File: src/include/ext_bus_pkg.sv
// Constants and types shared by the external bus port block.
// Assumes a single 100 MHz oscillator-rate clock feeding the block.
package ext_bus_pkg;

    // ****************************************
    // Clock and timing
    // ****************************************
    localparam int CLK_MHZ = 100;
    localparam int REFRESH_BASE_NS = 2670;
    localparam int REFRESH_BASE_CYC = (REFRESH_BASE_NS * CLK_MHZ) / 1000;

    // ****************************************
    // Configuration register selects
    // ****************************************
    localparam logic [2:0] SEL_PORT_FOUR = 3'h0;
    localparam logic [2:0] SEL_PORT_FIVE = 3'h1;
    localparam logic [2:0] SEL_MODE_FOUR = 3'h2;
    localparam logic [2:0] SEL_MODE_FIVE = 3'h3;
    localparam logic [2:0] SEL_MEM_MAP = 3'h4;
    localparam logic [2:0] SEL_REFRESH = 3'h5;

    // ****************************************
    // Field positions and reset values
    // ****************************************
    localparam int MM_SIZE_LSB = 0;
    localparam int MM_WAIT_LSB = 4;
    localparam int RF_SEL_LSB = 0;
    localparam int RF_EN_BIT = 7;
    localparam logic [7:0] MODE_RESET = 8'hFF;
    localparam logic [7:0] LATCH_RESET = 8'h00;
    localparam logic [7:0] MEM_MAP_RESET = 8'h00;
    localparam logic [7:0] REFRESH_RESET = 8'h00;
    localparam logic [7:0] SFR_PAGE = 8'hFF;
    localparam logic [7:0] NO_MEM_DATA = 8'hFF;

    // ****************************************
    // External memory sizes
    // ****************************************
    localparam logic [2:0] SIZE_NONE = 3'h0;
    localparam logic [2:0] SIZE_256 = 3'h1;
    localparam logic [2:0] SIZE_4K = 3'h2;
    localparam logic [2:0] SIZE_16K = 3'h3;

    // Bus sequencer states; ST_ADDR, ST_HOLD and ST_REFRESH last one system state (two clocks), ST_STROBE one plus the wait count.
    typedef enum logic [2:0] {ST_IDLE, ST_ADDR, ST_STROBE, ST_HOLD, ST_REFRESH} bus_state_e;

endpackage : ext_bus_pkg

File: src/design/ext_bus_port.sv
// External memory interface with shared port four and port five pins.
// Assumes clk_i is the oscillator input and all pins are outside its domain.
`timescale 1ns/1ps

// Notes on behaviour
// - Port four carries address then data.
// - Port four I/O direction set as unit.
// - External access low forces port four bus.
// - External access low drives port five address.
// - Memory size picks port five address lines.
// - Unclaimed port five lines stay ordinary I/O.
// - Port five direction chosen per bit.
// - Mapping register sets size and waits.
// - Read strobe low while memory drives data.
// - Write strobe low while device drives data.
// - Refresh pulse at four selectable intervals.
// - Refresh only after bus cycles, never overlapping.
// - Reset forces every register to default.
// - System clock is half the oscillator.
// - Top 256 bytes go to on-chip registers.
// - I/O lines drive latch or float.
// - Address latch strobe during first state.
module ext_bus_port
#(
    parameter int REFRESH_CYC = ext_bus_pkg::REFRESH_BASE_CYC
)
(
    input wire logic clk_i,
    input wire logic rst_b_i,
    input wire logic ext_access_n_i,
    input wire logic cfg_we_i,
    input wire logic [2:0] cfg_sel_i,
    input wire logic [7:0] cfg_wdata_i,
    input wire logic req_valid_i,
    input wire logic req_we_i,
    input wire logic [15:0] req_addr_i,
    input wire logic [7:0] req_wdata_i,
    input wire logic [7:0] sfr_rdata_i,
    output logic req_ready_o,
    output logic rsp_valid_o,
    output logic [7:0] rsp_rdata_o,
    output logic sfr_sel_o,
    output logic sys_clk_o,
    output logic [7:0] port_four_in_o,
    output logic [7:0] port_five_in_o,
    input wire logic [7:0] port_four_i,
    output logic [7:0] port_four_o,
    output logic port_four_oe_o,
    input wire logic [7:0] port_five_i,
    output logic [7:0] port_five_o,
    output logic [7:0] port_five_oe_o,
    output logic ale_o,
    output logic rd_n_o,
    output logic wr_n_o,
    output logic refresh_pulse_n_o
);
    import ext_bus_pkg::*;

    // Refuse a refresh base too short for a bus cycle or too long for the timer.
    // The widest interval shifts the base left by three, and it must fit 12 bits.
    if (REFRESH_CYC < 16 || REFRESH_CYC > 511)
    begin : g_bad_cyc
        $error("REFRESH_CYC out of range");
    end

    typedef struct packed {
        logic phase;
        logic ea_s1;
        logic ea_s2;
        logic [7:0] p4_s1;
        logic [7:0] p4_s2;
        logic [7:0] p5_s1;
        logic [7:0] p5_s2;
        logic [7:0] p4_latch;
        logic [7:0] p5_latch;
        logic [7:0] p4_mode;
        logic [7:0] p5_mode;
        logic [7:0] mem_map;
        logic [7:0] refresh;
        bus_state_e st;
        logic [1:0] wait_cnt;
        logic we;
        logic [15:0] addr;
        logic [7:0] wdata;
        logic rsp_valid;
        logic [7:0] rdata;
        logic sfr_sel;
        logic [11:0] ref_cnt;
        logic ref_due;
        logic [7:0] p4_out;
        logic p4_oe;
        logic [7:0] p5_out;
        logic [7:0] p5_oe;
        logic ale;
        logic rd_n;
        logic wr_n;
        logic rf_n;
    } state_s;

    state_s s_q;
    state_s s_d;
    logic tick;
    logic bus_mode;
    logic [7:0] addr_mask;
    logic [11:0] ref_period;

    // Port five lines claimed for high address by the memory size.
    function automatic logic [7:0] high_addr_mask(input logic [2:0] size, input logic ea_n);
        logic [7:0] m;
        m = 8'hFF;
        if (ea_n)
        begin
            unique case (size)
                SIZE_NONE, SIZE_256: m = 8'h00;
                SIZE_4K: m = 8'h0F;
                SIZE_16K: m = 8'h3F;
                default: m = 8'hFF;
            endcase
        end
        return m;
    endfunction : high_addr_mask

    // ****************************************
    // Derived controls
    // ****************************************
    // The system state advances on every second oscillator edge.
    assign tick = s_q.phase;
    assign bus_mode = !s_q.ea_s2 || (s_q.mem_map[MM_SIZE_LSB +: 3] != SIZE_NONE);
    assign addr_mask = high_addr_mask(s_q.mem_map[MM_SIZE_LSB +: 3], s_q.ea_s2);
    assign ref_period = 12'(REFRESH_CYC << s_q.refresh[RF_SEL_LSB +: 2]);
    assign req_ready_o = (s_q.st == ST_IDLE) && tick && !s_q.ref_due;

    // ****************************************
    // Next-state logic
    // ****************************************
    // Builds the whole next state, pins included, so every pin leaves a flop.
    always_comb
    begin
        s_d = s_q;
        s_d.phase = !s_q.phase;
        s_d.ea_s1 = ext_access_n_i;
        s_d.ea_s2 = s_q.ea_s1;
        s_d.p4_s1 = port_four_i;
        s_d.p4_s2 = s_q.p4_s1;
        s_d.p5_s1 = port_five_i;
        s_d.p5_s2 = s_q.p5_s1;
        s_d.rsp_valid = 1'b0;
        s_d.sfr_sel = 1'b0;
        // Software writes to latches and configuration.
        if (cfg_we_i)
        begin
            unique case (cfg_sel_i)
                SEL_PORT_FOUR: s_d.p4_latch = cfg_wdata_i;
                SEL_PORT_FIVE: s_d.p5_latch = cfg_wdata_i;
                SEL_MODE_FOUR: s_d.p4_mode = cfg_wdata_i;
                SEL_MODE_FIVE: s_d.p5_mode = cfg_wdata_i;
                SEL_MEM_MAP: s_d.mem_map = cfg_wdata_i;
                SEL_REFRESH: s_d.refresh = cfg_wdata_i;
                default: s_d.mem_map = s_q.mem_map;
            endcase
        end
        // Refresh interval timer; an expiry wins over the clear below.
        if (!s_q.refresh[RF_EN_BIT])
        begin
            s_d.ref_cnt = '0;
        end
        else if (s_q.ref_cnt >= ref_period - 12'h001)
        begin
            s_d.ref_cnt = '0;
        end
        else
        begin
            s_d.ref_cnt = s_q.ref_cnt + 12'h001;
        end
        // Bus sequencer, one step per system state.
        if (tick)
        begin
            unique case (s_q.st)
                ST_IDLE:
                begin
                    if (s_q.ref_due)
                    begin
                        s_d.st = ST_REFRESH;
                        s_d.ref_due = 1'b0;
                    end
                    else if (req_valid_i && req_addr_i[15:8] == SFR_PAGE)
                    begin
                        s_d.sfr_sel = 1'b1;
                        s_d.rsp_valid = 1'b1;
                        s_d.rdata = sfr_rdata_i;
                    end
                    else if (req_valid_i && !bus_mode)
                    begin
                        s_d.rsp_valid = 1'b1;
                        s_d.rdata = NO_MEM_DATA;
                    end
                    else if (req_valid_i)
                    begin
                        s_d.st = ST_ADDR;
                        s_d.we = req_we_i;
                        s_d.addr = req_addr_i;
                        s_d.wdata = req_wdata_i;
                    end
                end
                ST_ADDR:
                begin
                    s_d.st = ST_STROBE;
                    s_d.wait_cnt = s_q.mem_map[MM_WAIT_LSB +: 2];
                end
                ST_STROBE:
                begin
                    if (s_q.wait_cnt != 2'h0)
                    begin
                        s_d.wait_cnt = s_q.wait_cnt - 2'h1;
                    end
                    else
                    begin
                        s_d.st = ST_HOLD;
                    end
                end
                ST_HOLD:
                begin
                    s_d.st = ST_IDLE;
                    s_d.rsp_valid = 1'b1;
                    s_d.rdata = s_q.we ? s_q.wdata : s_q.p4_s2;
                end
                ST_REFRESH: s_d.st = ST_IDLE;
            endcase
        end
        if (s_q.refresh[RF_EN_BIT] && s_q.ref_cnt >= ref_period - 12'h001)
        begin
            s_d.ref_due = 1'b1;
        end
        // Pin drives for the state about to be entered.
        s_d.ale = (s_d.st == ST_ADDR);
        s_d.rd_n = !((s_d.st == ST_STROBE || s_d.st == ST_HOLD) && !s_d.we);
        s_d.wr_n = !((s_d.st == ST_STROBE || s_d.st == ST_HOLD) && s_d.we);
        s_d.rf_n = (s_d.st != ST_REFRESH);
        if (s_d.st == ST_ADDR)
        begin
            s_d.p4_out = s_d.addr[7:0];
            s_d.p4_oe = 1'b1;
        end
        else if (s_d.st == ST_STROBE || s_d.st == ST_HOLD)
        begin
            s_d.p4_out = s_d.wdata;
            s_d.p4_oe = s_d.we;
        end
        else if (bus_mode)
        begin
            s_d.p4_out = s_q.p4_latch;
            s_d.p4_oe = 1'b0;
        end
        else
        begin
            s_d.p4_out = s_q.p4_latch;
            s_d.p4_oe = !s_q.p4_mode[0];
        end
        // Claimed lines carry the high address, the rest act per bit.
        for (int i = 0; i < 8; i++)
        begin
            if (addr_mask[i])
            begin
                s_d.p5_out[i] = s_d.addr[8 + i];
                s_d.p5_oe[i] = 1'b1;
            end
            else
            begin
                s_d.p5_out[i] = s_q.p5_latch[i];
                s_d.p5_oe[i] = !s_q.p5_mode[i];
            end
        end
    end

    // ****************************************
    // State register
    // ****************************************
    // Reset loads every register with its documented default.
    always_ff @(posedge clk_i or negedge rst_b_i)
    begin
        if (!rst_b_i)
        begin
            s_q <= '0;
            s_q.ea_s1 <= 1'b1;
            s_q.ea_s2 <= 1'b1;
            s_q.p4_latch <= LATCH_RESET;
            s_q.p5_latch <= LATCH_RESET;
            s_q.p4_mode <= MODE_RESET;
            s_q.p5_mode <= MODE_RESET;
            s_q.mem_map <= MEM_MAP_RESET;
            s_q.refresh <= REFRESH_RESET;
            s_q.st <= ST_IDLE;
            s_q.ale <= 1'b0;
            s_q.rd_n <= 1'b1;
            s_q.wr_n <= 1'b1;
            s_q.rf_n <= 1'b1;
        end
        else
        begin
            s_q <= s_d;
        end
    end

    // Outputs straight from the state flops.
    assign rsp_valid_o = s_q.rsp_valid;
    assign rsp_rdata_o = s_q.rdata;
    assign sfr_sel_o = s_q.sfr_sel;
    assign sys_clk_o = s_q.phase;
    assign port_four_in_o = s_q.p4_s2;
    assign port_five_in_o = s_q.p5_s2;
    assign port_four_o = s_q.p4_out;
    assign port_four_oe_o = s_q.p4_oe;
    assign port_five_o = s_q.p5_out;
    assign port_five_oe_o = s_q.p5_oe;
    assign ale_o = s_q.ale;
    assign rd_n_o = s_q.rd_n;
    assign wr_n_o = s_q.wr_n;
    assign refresh_pulse_n_o = s_q.rf_n;
endmodule : ext_bus_port

File: config.mk
export PLATFORM = sky130hd
export DESIGN_NAME = ext_bus_port
export DESIGN_NICKNAME = d
export VERILOG_FILES = /design/src/include/ext_bus_pkg.sv /design/src/design/ext_bus_port.sv
export SDC_FILE = /design/constraint.sdc
export NUM_CORES = 1
export LEC_CHECK = 0
export BUFFER_PORTS_ARGS = -buffer_cell sky130_fd_sc_hd__buf_4
export CAP_MARGIN = 20
export CORE_MARGIN = 5
export CORE_UTILIZATION = 35
export CTS_CLUSTER_DIAMETER = 60
export CTS_CLUSTER_SIZE = 30
export DETAILED_ROUTE_END_ITERATION = 7
export SETUP_SLACK_MARGIN = 0.1
export SLEW_MARGIN = 20
export SYNTH_ARGS = -nofsm -noshare
export SYNTH_HDL_FRONTEND = slang
export SYNTH_SLANG_ARGS = --single-unit
File: constraint.sdc
create_clock -name clk_i -period 3.3 [get_ports clk_i]
set_input_delay 0.66 -clock clk_i [delete_from_list [all_inputs] [get_ports clk_i]]
set_output_delay 0.66 -clock clk_i [all_outputs]
set_load 0.03 [all_outputs]
## Yosys cells after proc, flatten, opt, wreduce, memory -nomap -nowiden

Index checks and enable logic that the tools add are counted.

- Memory bits (writable): 0
- Word-level logic and storage cells: 147
- Output and inout port bits: 57
- Memories: 0
- Bits of input ports: 65
- Flip-flop bits (word level): 156
- Memory bits (read-only): 0
- Latch bits: 0

- Reduce and logical (&&, ||, !) cells: 45
- Eq/ne operators: 20
- Shift operators: 1
- Muxes and demuxes: 46
- Bitwise logic cells: 0
- $add $sub $neg: 3
- Multiply operators: 0
- $lt $le $gt $ge: 1
- Div/mod/pow operators: 0

Operator list:

| operator | number |
|---|---|
| 2-to-1 mux 25 bit | 4 |
| 2-to-1 mux 40 bit | 1 |
| 2-to-1 mux 9 bit | 4 |
| 2-to-1 mux 35 bit | 1 |
| equality test 3 x 2 -> 1 bit, second input constant | 8 |
| 2-to-1 mux 12 bit | 2 |
| one-hot mux 8 bit (3 select lines) | 1 |
| 2-to-1 mux 1 bit | 22 |
| one-hot mux 9 bit (2 select lines) | 1 |
| logical NOT 1 bit | 16 |
| 2-to-1 mux 8 bit | 2 |
| 2-to-1 mux 3 bit | 5 |
| AND reduction 2 bit | 7 |
| adder 12 x 1 -> 12 bit, second input constant | 1 |
| equality test 3 x 1 -> 1 bit, second input constant | 4 |
| greater-or-equal comparator 12 bit | 1 |
| one-hot mux 3 bit (4 select lines) | 1 |
| left shift 9 x 2 -> 12 bit, first input constant | 1 |
| subtractor 12 x 1 -> 12 bit, second input constant | 1 |
| nonzero test 2 bit | 5 |
| equality test 3 bit, second input constant | 3 |
| logical NOT 3 bit | 3 |
| equality test 8 bit, second input constant | 1 |
| logical AND 1 bit | 7 |
| 11 further kinds | 14 |

## Logic depth before layout (Yosys ltp)

- Depth in word-level cells: 13
- Gate-level depth with buffers: 9
- Gate-level depth less buffers: 9

## Worst setup path before layout

Ideal clock, no wire load.

- Path type: flip-flop to flip-flop
- Start: reg s_q, in the netlist sys_clk_o
- End: reg s_q, in the netlist port_four_o[6]
- Stages on the path, launching flop included: 8
- Slack: 755 ps
- Buffers on the path: 2
- Clock period less this slack: 2,545 ps
- Arrival: 2,420 ps
- Library setup time: 125 ps
- Data required time: 3,175 ps
- Cell sequence: dfrtp_1 -> or4b_1 -> clkbuf_1 -> nor3_4 -> buf_6 -> mux2_4 -> mux2_4 -> mux2_2

RTL lines:

| element | RTL line | source |
|---|---|---|
| start: declaration | ext_bus_port.sv:100 | `state_s s_q;` |

==> impl_table.tex <==
\begin{tabular}{lr}
\hline
Metric & Value \\
\hline
\multicolumn{2}{l}{\textbf{Run status}} \\
Run status & finished, final reports clean \\
\multicolumn{2}{l}{\textbf{Place}} \\
Count of port buffers added during placement & 121 \\
Placer Congestion & 0.808 \\
Post-DP HPWL & 10.3 mm \\
\multicolumn{2}{l}{\textbf{Logic synthesis}} \\
EDFF count, synth & 0 \\
Mean instance size in the synthesized netlist & 12.8 um2 \\
Total of flip-flops plus latches after synthesis & 150 \\
Syn nets & 582 \\
Proportion of synthesized flip-flops having asynchronous set or reset & 1.00 \\
Gate count after technology mapping & 503 \\
Number of unique standard cell types used by synthesis & 52 \\
Primary FF master, synth & dfrtp\_1 \\
Share of synthesized area occupied by flip-flops and latches & 0.585 \\
Number of warnings issued by yosys & 0 \\
Post-synthesis instance area & 0.00645 mm2 \\
\multicolumn{2}{l}{\textbf{Pwr}} \\
Combinational Power Share & 0.323 \\
Net switching power of the design & 2220 uW \\
Static power due to leakage & 0.00366 uW \\
Clk network pwr share & 0.285 \\
Fraction of power consumed by sequential logic & 0.392 \\
Power per cell area & 866 mW/mm2 \\
Pwr Total & 6820 uW \\
Power Internal & 4610 uW \\
Switching part of the total power & 0.325 \\
VDD IR max & 0.489 mV \\
\multicolumn{2}{l}{\textbf{Cells and area}} \\
Commonest non-fill, non-tap cells in the layout & dfrtp\_1, buf\_4, mux2\_2 \\
Net total in the final layout & 668 \\
Leading cell type in the layout, fill and taps excluded & dfrtp\_1 \\
Relative area change from synthesis to final layout & 22.2\% \\
Diode count & 0 \\
Fraction of layout cells with a size suffix above 1 & 0.432 \\
\multicolumn{2}{l}{\textbf{Route}} \\
Vias per cell & 4.74 \\
Post-detailed-route count of antenna-violating nets & 0 \\
Drt drc & 0 \\
Drt initial violations & 227 \\
Routed wire length & 13.9 mm \\
Detail-routed net length per standard cell & 16.7 um \\
Pre-Repair DR Iteration Count & 6 \\
Via count of the routed design & 3,936 \\
\multicolumn{2}{l}{\textbf{Clock network}} \\
Count of cells resized by post-cts repair & 0 \\
H-tree depth & 4 \\
Number of buffers inserted to repair setup after CTS & 0 \\
Cell at the root of the clock tree & clkbuf\_16 \\
Number of buffers between clock root and the deepest sink & 2 \\
Hold Buf Count CTS & 0 \\
CTS tree & done \\
Clock Sink Count & 150 \\
Clock latency at the later pin of the worst-skew pair & 410 ps \\
Clock-pin slew reported for the worst setup and hold paths after clock tree synthesis & 60 ps \\
Clock buffers created by TritonCTS & 17 \\
\multicolumn{2}{l}{\textbf{Timing}} \\
Final worst path period share & 0.849 \\
Setup repair after global routing missed its margin & false \\
Actual transition at the worst max-transition pin & 984 ps \\
Achievable frequency & 0.357 GHz \\
Period minus WS final & 2800 ps \\
Clock skew & 10.5 ps \\
Final Setup Violations & 0 \\
Final-layout setup total negative slack & 0 ps \\
Total count of max-transition violations in the final report & 0 \\
Hold Fails Final Rpt & 0 \\
Worst-case headroom to the max-slew limit & 0.343 \\
\multicolumn{2}{l}{\textbf{Worst setup path}} \\
Arr. time, crit path & 3090 ps \\
Category of the worst setup path launch point & flop \\
CP Max Fanout & 25 \\
Slowest stage cell on the critical path & or4b\_1 \\
Maximum cell stage delay along the critical path & 700 ps \\
CP Data Required Time & 3590 ps \\
Crit-path most repeated cell & mux2\_2 \\
Cell Chain, Critical Path & or4b\_1 -> nor3\_4 -> buf\_4 -> mux2\_2 -> mux2\_1 -> mux2\_2 \\
Category of the critical setup timing path & reg2reg \\
Critical path endpoint category & flop \\
\multicolumn{2}{l}{\textbf{Floorplan}} \\
Full die area & 0.0212 mm2 \\
Core Footprint & 0.0180 mm2 \\
Starting utilization of the core area & 0.358 \\
Horizontal die dimension & 146 um \\
IO Pins & 122 \\
Die boundary height & 146 um \\
Placement Rows & 49 \\
\multicolumn{2}{l}{\textbf{Global route}} \\
Via count of the first global-routing pass & 4,220 \\
Pin count of the biggest net entering global routing & 55 \\
GR Overflow Total & 0 \\
Initial antenna violation count & 0 \\
First-pass GRT wire length & 22.9 mm \\
Global Route Usage Sum & 0.135 \\
\multicolumn{2}{l}{\textbf{Flow run}} \\
Max-Cap Viols & 0 \\
\multicolumn{2}{l}{\textbf{Hold path}} \\
Hold Path Class & in2async \\
\hline
\end{tabular}
[registers in the layout, indices dropped and copies added (netlist names)]
signal	flops
ale_o	1
port_five_in_o	8
port_five_o	8
port_five_oe_o	8
port_four_in_o	8
port_four_o	8
port_four_oe_o	1
rd_n_o	1
refresh_pulse_n_o	1
rsp_rdata_o	8
rsp_valid_o	1
s_d	17
s_q	77
sfr_sel_o	1
sys_clk_o	1
wr_n_o	1
[cell usage after synthesis, types with 2 or more instances]
cell type,instances,share of area
mux2_2,77,0.13
clkbuf_1,4,0.0023
a21oi_1,19,0.015
nand2b_1,4,0.0039
nand4_1,4,0.0039
ha_1,14,0.027
a21boi_0,2,0.0023
xor2_1,7,0.0095
xnor2_1,4,0.0054
buf_6,2,0.0035
mux2i_1,8,0.012
buf_4,50,0.058
dfstp_2,14,0.057
nor2b_1,4,0.0039
mux2_4,4,0.0093
or3_1,2,0.0019
buf_2,5,0.0039
and3_1,6,0.0058
nor2_1,38,0.022
dfrtp_1,136,0.53
nand3b_1,2,0.0023
inv_1,11,0.0064
nand3_1,8,0.0062
a21o_1,3,0.0035
o22ai_1,9,0.0087
a221oi_1,2,0.0027
o21ai_0,8,0.0062
nor3b_1,3,0.0035
nand2_1,26,0.015
mux2_1,3,0.0052
nor3_1,3,0.0023
[per-layer routing]
layer / vias up / wire (um) / global-route usage
li1: 1866 / - / -
met3: 9 / 936 / 0.0442
met2: 122 / 6200 / 0.200
met4: 0 / 119 / 0.0452
met1: 1939 / 6620 / 0.188
met5: - / 0 / 0
[final timing paths]
check,slack (ps),to,from,depth (start not counted)
max,500,port_four_o[5],s_q[79],6
min,210,port_five_in_o[3],rst_b_i,1
max reg2reg,500,port_four_o[5],s_q[79],6
min reg2reg,340,port_five_in_o[5],s_d[135],0
max in group asynchronous,2300,s_q[101],rst_b_i,2
min in group clk_i,340,port_five_in_o[5],s_d[135],0
[cells by family (layout without fill, tap and decap cells)]
logic type / Yosys count / in the layout / synth area share
XOR/XNOR: 11 / 11 / 0.0149
buffers and inverters: 74 / 173 / 0.0757
AND/OR/NAND/NOR: 110 / 110 / 0.0846
multiplexers: 92 / 92 / 0.161
other: 1 / 1 / 0.000581
flip-flops: 150 / 150 / 0.585
AO/OA/AOI/OAI: 51 / 51 / 0.0510
adder cells (fa/ha/maj): 14 / 14 / 0.0272
[worst max-delay path, delay by kind of cell (launching register included)]
kind / cells / cell delay (ps)
mux: 3 / 960
flops: 1 / 480
simple gates: 2 / 860
buf+inv: 1 / 370
[area by class of cell]
| type | instances | area, um2 |
|---|---|---|
| multi-input cells | 279 | 2190 |
| repair buffers | 129 | 985 |
| fillers | 1654 | 10100 |
| inverters | 12 | 46.3 |
| clock buffers | 19 | 443 |
| flip-flops and latches | 150 | 3770 |
| well taps | 229 | 287 |
| clock inverters | 13 | 156 |
[metrics by stage]
stage          utilization  std cells  worst slack (ps)  hold WS, ps  cell area, um2
2_1_floorplan            -        503               755          331            6450
3_3_place_gp         0.404        799               407          332            7280
3_5_place_dp         0.404        799               344          335            7280
4_1_cts              0.437        831               504          208            7880
5_1_grt              0.437        831               418          232            7880
6_report             0.437        831               498          207            7880
[power by group through the flow]
stage	sequential (uW)	combinational (uW)	clock [uW]
2_1_floorplan	2590	1820	0
3_3_place_gp	2700	2160	0
3_5_place_dp	2710	2220	0
4_1_cts	2680	2240	2000
5_1_grt	2730	2410	2090
6_report	2670	2200	1940
(Power assumes the default switching activity.)
